--- config.mk ---
export PLATFORM = sky130hd
export DESIGN_NAME = ipf_top
export DESIGN_NICKNAME = d
export VERILOG_FILES = /design/src/common/ipf_pkg.sv /design/src/rtl/ipf_top.sv /design/src/rtl/ipf_level_decode.sv
export SDC_FILE = /design/constraint.sdc
export NUM_CORES = 1
export LEC_CHECK = 0
export BUFFER_PORTS_ARGS = -buffer_cell sky130_fd_sc_hd__buf_2
export CAP_MARGIN = 20
export CORE_MARGIN = 2
export CORE_UTILIZATION = 46
export CTS_CLUSTER_SIZE = 40
export DETAILED_ROUTE_END_ITERATION = 6
export GPL_ROUTABILITY_DRIVEN = 0
export PLACE_DENSITY = 0.83
export SLEW_MARGIN = 5
export SYNTH_ARGS = -nofsm -noshare
export SYNTH_HDL_FRONTEND = slang
export SYNTH_SLANG_ARGS = --single-unit
--- constraint.sdc ---
create_clock -name clk_i -period 2.35 [get_ports clk_i]
set_input_delay 0.3525 -clock clk_i [delete_from_list [all_inputs] [get_ports clk_i]]
set_output_delay 0.3525 -clock clk_i [all_outputs]
set_load 0.005 [all_outputs]
--- src/common/ipf_pkg.sv ---
`default_nettype none
package ipf_pkg;
  // register byte addresses on the bus
  localparam logic [3:0] SERIAL_PRIO_OFS  = 4'h0;
  localparam logic [3:0] CAPTURE_PRIO_OFS = 4'h4;
  // field positions (low bit of each 3-bit field)
  localparam int SER_EVENT_LSB  = 4;
  localparam int SER_FAULT_LSB  = 0;
  localparam int CAP_FIVE_LSB   = 12;
  localparam int CAP_FOUR_LSB   = 8;
  localparam int CAP_THREE_LSB  = 4;
  // implemented-bit masks
  localparam logic [15:0] SERIAL_MASK  = 16'h0077;
  localparam logic [15:0] CAPTURE_MASK = 16'h7770;
  // value after reset: level four in each field
  localparam logic [2:0]  FIELD_RESET  = 3'h4;
  localparam logic [15:0] SERIAL_RESET  = 16'h0044;
  localparam logic [15:0] CAPTURE_RESET = 16'h4440;
  // axi response codes
  localparam logic [1:0] RESP_OKAY   = 2'h0;
  localparam logic [1:0] RESP_SLVERR = 2'h2;
endpackage : ipf_pkg
`default_nettype wire

--- src/rtl/ipf_top.sv ---
// Implementation choices: the AXI4-Lite slave port and the address map.
`timescale 1ns/1ns
`default_nettype none
module ipf_top (
  // clock and reset
  input  wire logic        clk_i,
  input  wire logic        rst_b_i,
  // axi4-lite write address
  input  wire logic [31:0] s_axi_awaddr_i,
  input  wire logic        s_axi_awvalid_i,
  output logic             s_axi_awready_o,
  // axi4-lite write data
  input  wire logic [31:0] s_axi_wdata_i,
  input  wire logic [3:0]  s_axi_wstrb_i,
  input  wire logic        s_axi_wvalid_i,
  output logic             s_axi_wready_o,
  // axi4-lite write response
  output logic [1:0]       s_axi_bresp_o,
  output logic             s_axi_bvalid_o,
  input  wire logic        s_axi_bready_i,
  // axi4-lite read address
  input  wire logic [31:0] s_axi_araddr_i,
  input  wire logic        s_axi_arvalid_i,
  output logic             s_axi_arready_o,
  // axi4-lite read data
  output logic [31:0]      s_axi_rdata_o,
  output logic [1:0]       s_axi_rresp_o,
  output logic             s_axi_rvalid_o,
  input  wire logic        s_axi_rready_i,
  // priority levels toward arbitration
  output logic [2:0]       serial_event_level_o,
  output logic [2:0]       serial_fault_level_o,
  output logic [2:0]       capture_five_level_o,
  output logic [2:0]       capture_four_level_o,
  output logic [2:0]       capture_three_level_o,
  // per-source enable, low when the field is zero
  output logic [4:0]       source_enable_o
);

  logic [15:0] serial_source_priority_register_r;
  logic [15:0] capture_source_priority_register_r;
  logic [31:0] awaddr_r;
  logic        aw_held_r;
  logic [31:0] wdata_r;
  logic [3:0]  wstrb_r;
  logic        w_held_r;
  logic        bvalid_r;
  logic [1:0]  bresp_r;
  logic        rvalid_r;
  logic [1:0]  rresp_r;
  logic [31:0] rdata_r;
  logic        wr_go;
  logic [15:0] wr_val;

  // 0 = serial, 1 = capture, 2 = unmapped
  function automatic logic [1:0] decode(input logic [31:0] a);
    if (a[31:4] != 28'h0) begin
      decode = 2'h2;
    end else if (a[3:0] == ipf_pkg::SERIAL_PRIO_OFS) begin
      decode = 2'h0;
    end else if (a[3:0] == ipf_pkg::CAPTURE_PRIO_OFS) begin
      decode = 2'h1;
    end else begin
      decode = 2'h2;
    end
  endfunction : decode

  // address and data are caught independently, so either may come first
  assign s_axi_awready_o = !aw_held_r && !bvalid_r;
  assign s_axi_wready_o  = !w_held_r && !bvalid_r;
  assign wr_go           = aw_held_r && w_held_r && !bvalid_r;

  always_comb begin
    wr_val = 16'h0;
    wr_val[7:0]  = wdata_r[7:0];
    wr_val[15:8] = wdata_r[15:8];
  end

  always_ff @(posedge clk_i or negedge rst_b_i) begin
    if (!rst_b_i) begin
      aw_held_r <= 1'b0;
      awaddr_r  <= 32'h0;
    end else if (s_axi_awvalid_i && s_axi_awready_o) begin
      aw_held_r <= 1'b1;
      awaddr_r  <= s_axi_awaddr_i;
    end else if (wr_go) begin
      aw_held_r <= 1'b0;
    end
  end

  always_ff @(posedge clk_i or negedge rst_b_i) begin
    if (!rst_b_i) begin
      w_held_r <= 1'b0;
      wdata_r  <= 32'h0;
      wstrb_r  <= 4'h0;
    end else if (s_axi_wvalid_i && s_axi_wready_o) begin
      w_held_r <= 1'b1;
      wdata_r  <= s_axi_wdata_i;
      wstrb_r  <= s_axi_wstrb_i;
    end else if (wr_go) begin
      w_held_r <= 1'b0;
    end
  end

  // only implemented bits are stored, per byte lane
  always_ff @(posedge clk_i or negedge rst_b_i) begin
    if (!rst_b_i) begin
      serial_source_priority_register_r  <= ipf_pkg::SERIAL_RESET;
      capture_source_priority_register_r <= ipf_pkg::CAPTURE_RESET;
    end else if (wr_go) begin
      if (decode(awaddr_r) == 2'h0 && wstrb_r[0]) begin
        serial_source_priority_register_r[7:0] <=
          wr_val[7:0] & ipf_pkg::SERIAL_MASK[7:0];
      end
      if (decode(awaddr_r) == 2'h1) begin
        if (wstrb_r[0]) begin
          capture_source_priority_register_r[7:0] <=
            wr_val[7:0] & ipf_pkg::CAPTURE_MASK[7:0];
        end
        if (wstrb_r[1]) begin
          capture_source_priority_register_r[15:8] <=
            wr_val[15:8] & ipf_pkg::CAPTURE_MASK[15:8];
        end
      end
    end
  end

  always_ff @(posedge clk_i or negedge rst_b_i) begin
    if (!rst_b_i) begin
      bvalid_r <= 1'b0;
      bresp_r  <= ipf_pkg::RESP_OKAY;
    end else if (wr_go) begin
      bvalid_r <= 1'b1;
      bresp_r  <= (decode(awaddr_r) == 2'h2) ? ipf_pkg::RESP_SLVERR : ipf_pkg::RESP_OKAY;
    end else if (bvalid_r && s_axi_bready_i) begin
      bvalid_r <= 1'b0;
    end
  end

  assign s_axi_bvalid_o  = bvalid_r;
  assign s_axi_bresp_o   = bresp_r;
  assign s_axi_arready_o = !rvalid_r;

  always_ff @(posedge clk_i or negedge rst_b_i) begin
    if (!rst_b_i) begin
      rvalid_r <= 1'b0;
      rresp_r  <= ipf_pkg::RESP_OKAY;
      rdata_r  <= 32'h0;
    end else if (s_axi_arvalid_i && s_axi_arready_o) begin
      rvalid_r <= 1'b1;
      if (decode(s_axi_araddr_i) == 2'h0) begin
        rdata_r <= {16'h0, serial_source_priority_register_r & ipf_pkg::SERIAL_MASK};
        rresp_r <= ipf_pkg::RESP_OKAY;
      end else if (decode(s_axi_araddr_i) == 2'h1) begin
        rdata_r <= {16'h0, capture_source_priority_register_r & ipf_pkg::CAPTURE_MASK};
        rresp_r <= ipf_pkg::RESP_OKAY;
      end else begin
        rdata_r <= 32'h0;
        rresp_r <= ipf_pkg::RESP_SLVERR;
      end
    end else if (rvalid_r && s_axi_rready_i) begin
      rvalid_r <= 1'b0;
    end
  end

  assign s_axi_rvalid_o = rvalid_r;
  assign s_axi_rresp_o  = rresp_r;
  assign s_axi_rdata_o  = rdata_r;

  logic [14:0] fields;
  logic [14:0] levels;
  assign fields = {
    serial_source_priority_register_r[ipf_pkg::SER_EVENT_LSB +: 3],
    serial_source_priority_register_r[ipf_pkg::SER_FAULT_LSB +: 3],
    capture_source_priority_register_r[ipf_pkg::CAP_FIVE_LSB +: 3],
    capture_source_priority_register_r[ipf_pkg::CAP_FOUR_LSB +: 3],
    capture_source_priority_register_r[ipf_pkg::CAP_THREE_LSB +: 3]};

  genvar g;
  generate
    for (g = 0; g < 5; g++) begin : g_dec
      ipf_level_decode u_dec (
        .field_i   (fields[g*3 +: 3]),
        .level_o   (levels[g*3 +: 3]),
        .enabled_o (source_enable_o[g])
      );
    end
  endgenerate

  assign serial_event_level_o  = levels[14:12];
  assign serial_fault_level_o  = levels[11:9];
  assign capture_five_level_o  = levels[8:6];
  assign capture_four_level_o  = levels[5:3];
  assign capture_three_level_o = levels[2:0];
endmodule : ipf_top
`default_nettype wire

--- src/rtl/ipf_level_decode.sv ---
`timescale 1ns/1ns
`default_nettype none
module ipf_level_decode (
  // field in
  input  wire logic [2:0] field_i,
  // decoded level
  output logic      [2:0] level_o,
  output logic            enabled_o
);
  // codes map straight onto levels, zero means the source is off
  assign level_o   = field_i;
  assign enabled_o = (field_i != 3'h0);
endmodule : ipf_level_decode
`default_nettype wire

==> impl_metrics.tcl <==
set metrics [dict create \
    initial_core_util 0.482 \
    run_status "finished, final reports clean" \
    use_met3 0.0567 \
    routed_wl_um 7220 \
    rsz0062_at_grt "no" \
    r2r_end "capture_source_priority_register_r[4]" \
    slowest_delay_ps 520 \
    arrival_ps 2190 \
    fmax_ghz 0.510 \
    busiest_layer "met2" \
    ctsHoldBuffers 0 \
    cts.path.max_buffers 2 \
    routed_via_density 5.01 \
    endpoint_kind "flip-flop" \
    cts-htree-levels 3 \
    std_cell_rows 31 \
    rrSetupSlack_ps 390 \
    met1_usage 0.197 \
    tritoncts "yes" \
    clock_sinks 79 \
    syn_inst 243 \
    syn2layout_area_growth_pct 22.7 \
    wire_per_inst_um 15.3 \
    ys.flop_type "dfrtp_1" \
    hold_viol 0 \
    final.setup.tns_ps 0 \
    ys_seq_area_frac 0.561 \
    setup_viol 0 \
    p_leak_uw 0.00218 \
    critical_path_class "reg2reg" \
    ir_worst_vdd_mv 0.608 \
    slew_violations 0 \
    avgSynthCellArea_sq_um 14.5 \
    die_height_um 91.6 \
    powerDensity_nw_per_um2 915 \
    netlist_area_sq_um 3530 \
    post_cts_buffers 0 \
    clock-root-buffer "clkbuf_8" \
    crit_slowest_cell "nor4_2" \
    ios 168 \
    grt_overflow 0 \
    hp-class "in2async" \
    nNetsFinal 476 \
    ys_ff_latch 79 \
    clk_pin_slew_ps 80 \
    crit_chain "nor4_2 -> nand4_2 -> nor4_2 -> mux2_1" \
    async_flop_share 1.00 \
    critPathBufInv 0 \
    dpl.hpwl_um 5550 \
    final_layout_size_suffix_gt1_frac 0.594 \
    crit_fanout 4 \
    drt-initial-drc-count 68 \
    grt_max_degree 80 \
    layout_commonest_cell "buf_2" \
    max-cap-violations 0 \
    use_met2 0.314 \
    cts_made_buffers 9 \
    crit_required_ps 2580 \
    vias 2370 \
    clkLatencyLatePin_ps 350 \
    r2r_start "awaddr_r[18]" \
    coreArea_sq_um 7330 \
    grt_pass1_vias 2385 \
    cts_resized 0 \
    drc 0 \
    die_area_sq_um 8400 \
    portBuffers 123 \
    grt_pass1_wl_um 11600 \
    fin_crit_ps 1960 \
    final_cell_area_sq_um 4330 \
    finalWorstSetupSlack_ps 388 \
    timing.final.crit_share 0.835 \
    pre_cts_slack_ps 357 \
    ys_warn_count 0 \
    ant_nets 0 \
    cp_top_family "simple AND/OR/NAND/NOR gates" \
    final_cell_mix "buf_2 (122), dfrtp_1 (74), mux2_2 (50), conb_1 (22), mux2_4 (12)" \
    die_w_um 91.6 \
    synth_cell_type_count 29 \
    crit_path_start_kind "flip-flop" \
    final.setup_skew_ps 14.4 \
    synth_edf_count 0 \
    dr.pass1.iters 4 \
    antennaDiodeCount 0 \
    grt_usage 0.179 \
    crit_top_cell "nor4_2" \
    dpl_cell_area_sq_um 4180 \
    ff2ff_path_depth 4 \
    antenna_found_initial 0 \
]
cell families (layout without fill, tap and decap cells):
kind of cell,Yosys count,count (layout),synth area share
AOI/OAI and AO/OA,18,18,0.0428
buffers and inverters,40,150,0.0719
DFF,79,79,0.561
muxes,64,64,0.217
other,1,22,0.00106
and+or+nand+nor,41,41,0.106
worst max path at each step:
stage            startpoint                                      to  depth (start not counted)
4_1_cts        awaddr_r[18]   capture_source_priority_register_r[4]                          4
3_3_place_gp   awaddr_r[18]   capture_source_priority_register_r[5]                          4
2_1_floorplan   awaddr_r[5]  capture_source_priority_register_r[12]                          4
3_5_place_dp   awaddr_r[18]   capture_source_priority_register_r[4]                          4
5_1_grt        awaddr_r[18]   capture_source_priority_register_r[5]                          4
6_report       awaddr_r[18]   capture_source_priority_register_r[4]                          4
sequential cells by signal, summed over array words and instances, names as in the netlist:
register                            flops
w_held_r                                1
s_axi_rresp_o                           1
s_axi_rvalid_o                          1
capture_source_priority_register_r      9
wstrb_r                                 2
s_axi_bvalid_o                          1
s_axi_rdata_o                          12
wdata_r                                12
fields                                  6
aw_held_r                               1
s_axi_bresp_o                           1
awaddr_r                               32
cell usage after synthesis, types with 3 or more instances:
cell	instances	area, sq um
mux2_2	50	563
nor4_1	6	37.5
or3_1	5	31.3
dfrtp_1	74	1850
nand2_1	5	18.8
nor4_2	5	62.6
nor2_1	3	11.3
a22o_1	3	26.3
inv_1	4	15.0
a32o_1	9	90.1
buf_4	27	203
o21ai_0	3	15.0
clkbuf_1	7	26.3
nor4_4	6	128
dfstp_2	5	131
mux2_4	12	180
metal layers:
metal  up-vias  wire (um)
li1       1088          -
met1      1164       2760
met2       105       3720
met3        13        593
met4         0        156
met5         -          0
power by group:
group          switching (uW)  internal [uW]
combinational             383            593
clock                     458            380
sequential                344           1810
worst register-to-register path: stages, from the launching register on:
cell and delay [ps]:
dfrtp_1 390, nor4_2 320, nand4_2 270, nor4_2 520, mux2_1 370
stage by stage:
step / util / total power [uW] / hold slack [ps] / std cells
6_report: 0.591 / 3970 / 17.7 / 473
3_5_place_dp: 0.570 / 3190 / 410 / 457
5_1_grt: 0.591 / 4210 / 40.0 / 473
4_1_cts: 0.591 / 4030 / 19.9 / 473
3_3_place_gp: 0.570 / 3100 / 399 / 457
2_1_floorplan: - / 2880 / 56.9 / 264
cell type report:
| cell class | count | area, sq um |
|---|---|---|
| Clock inverter | 3 | 15.0 |
| Sequential cell | 79 | 1980 |
| Multi-Input combinational cell | 145 | 1380 |
| Fill cell | 619 | 3000 |
| Clock buffer | 13 | 139 |
| Tap cell | 99 | 124 |
| Inverter | 4 | 15.0 |
| Timing Repair Buffer | 130 | 683 |
No activity file was read; power rests on OpenSTA's default activity.
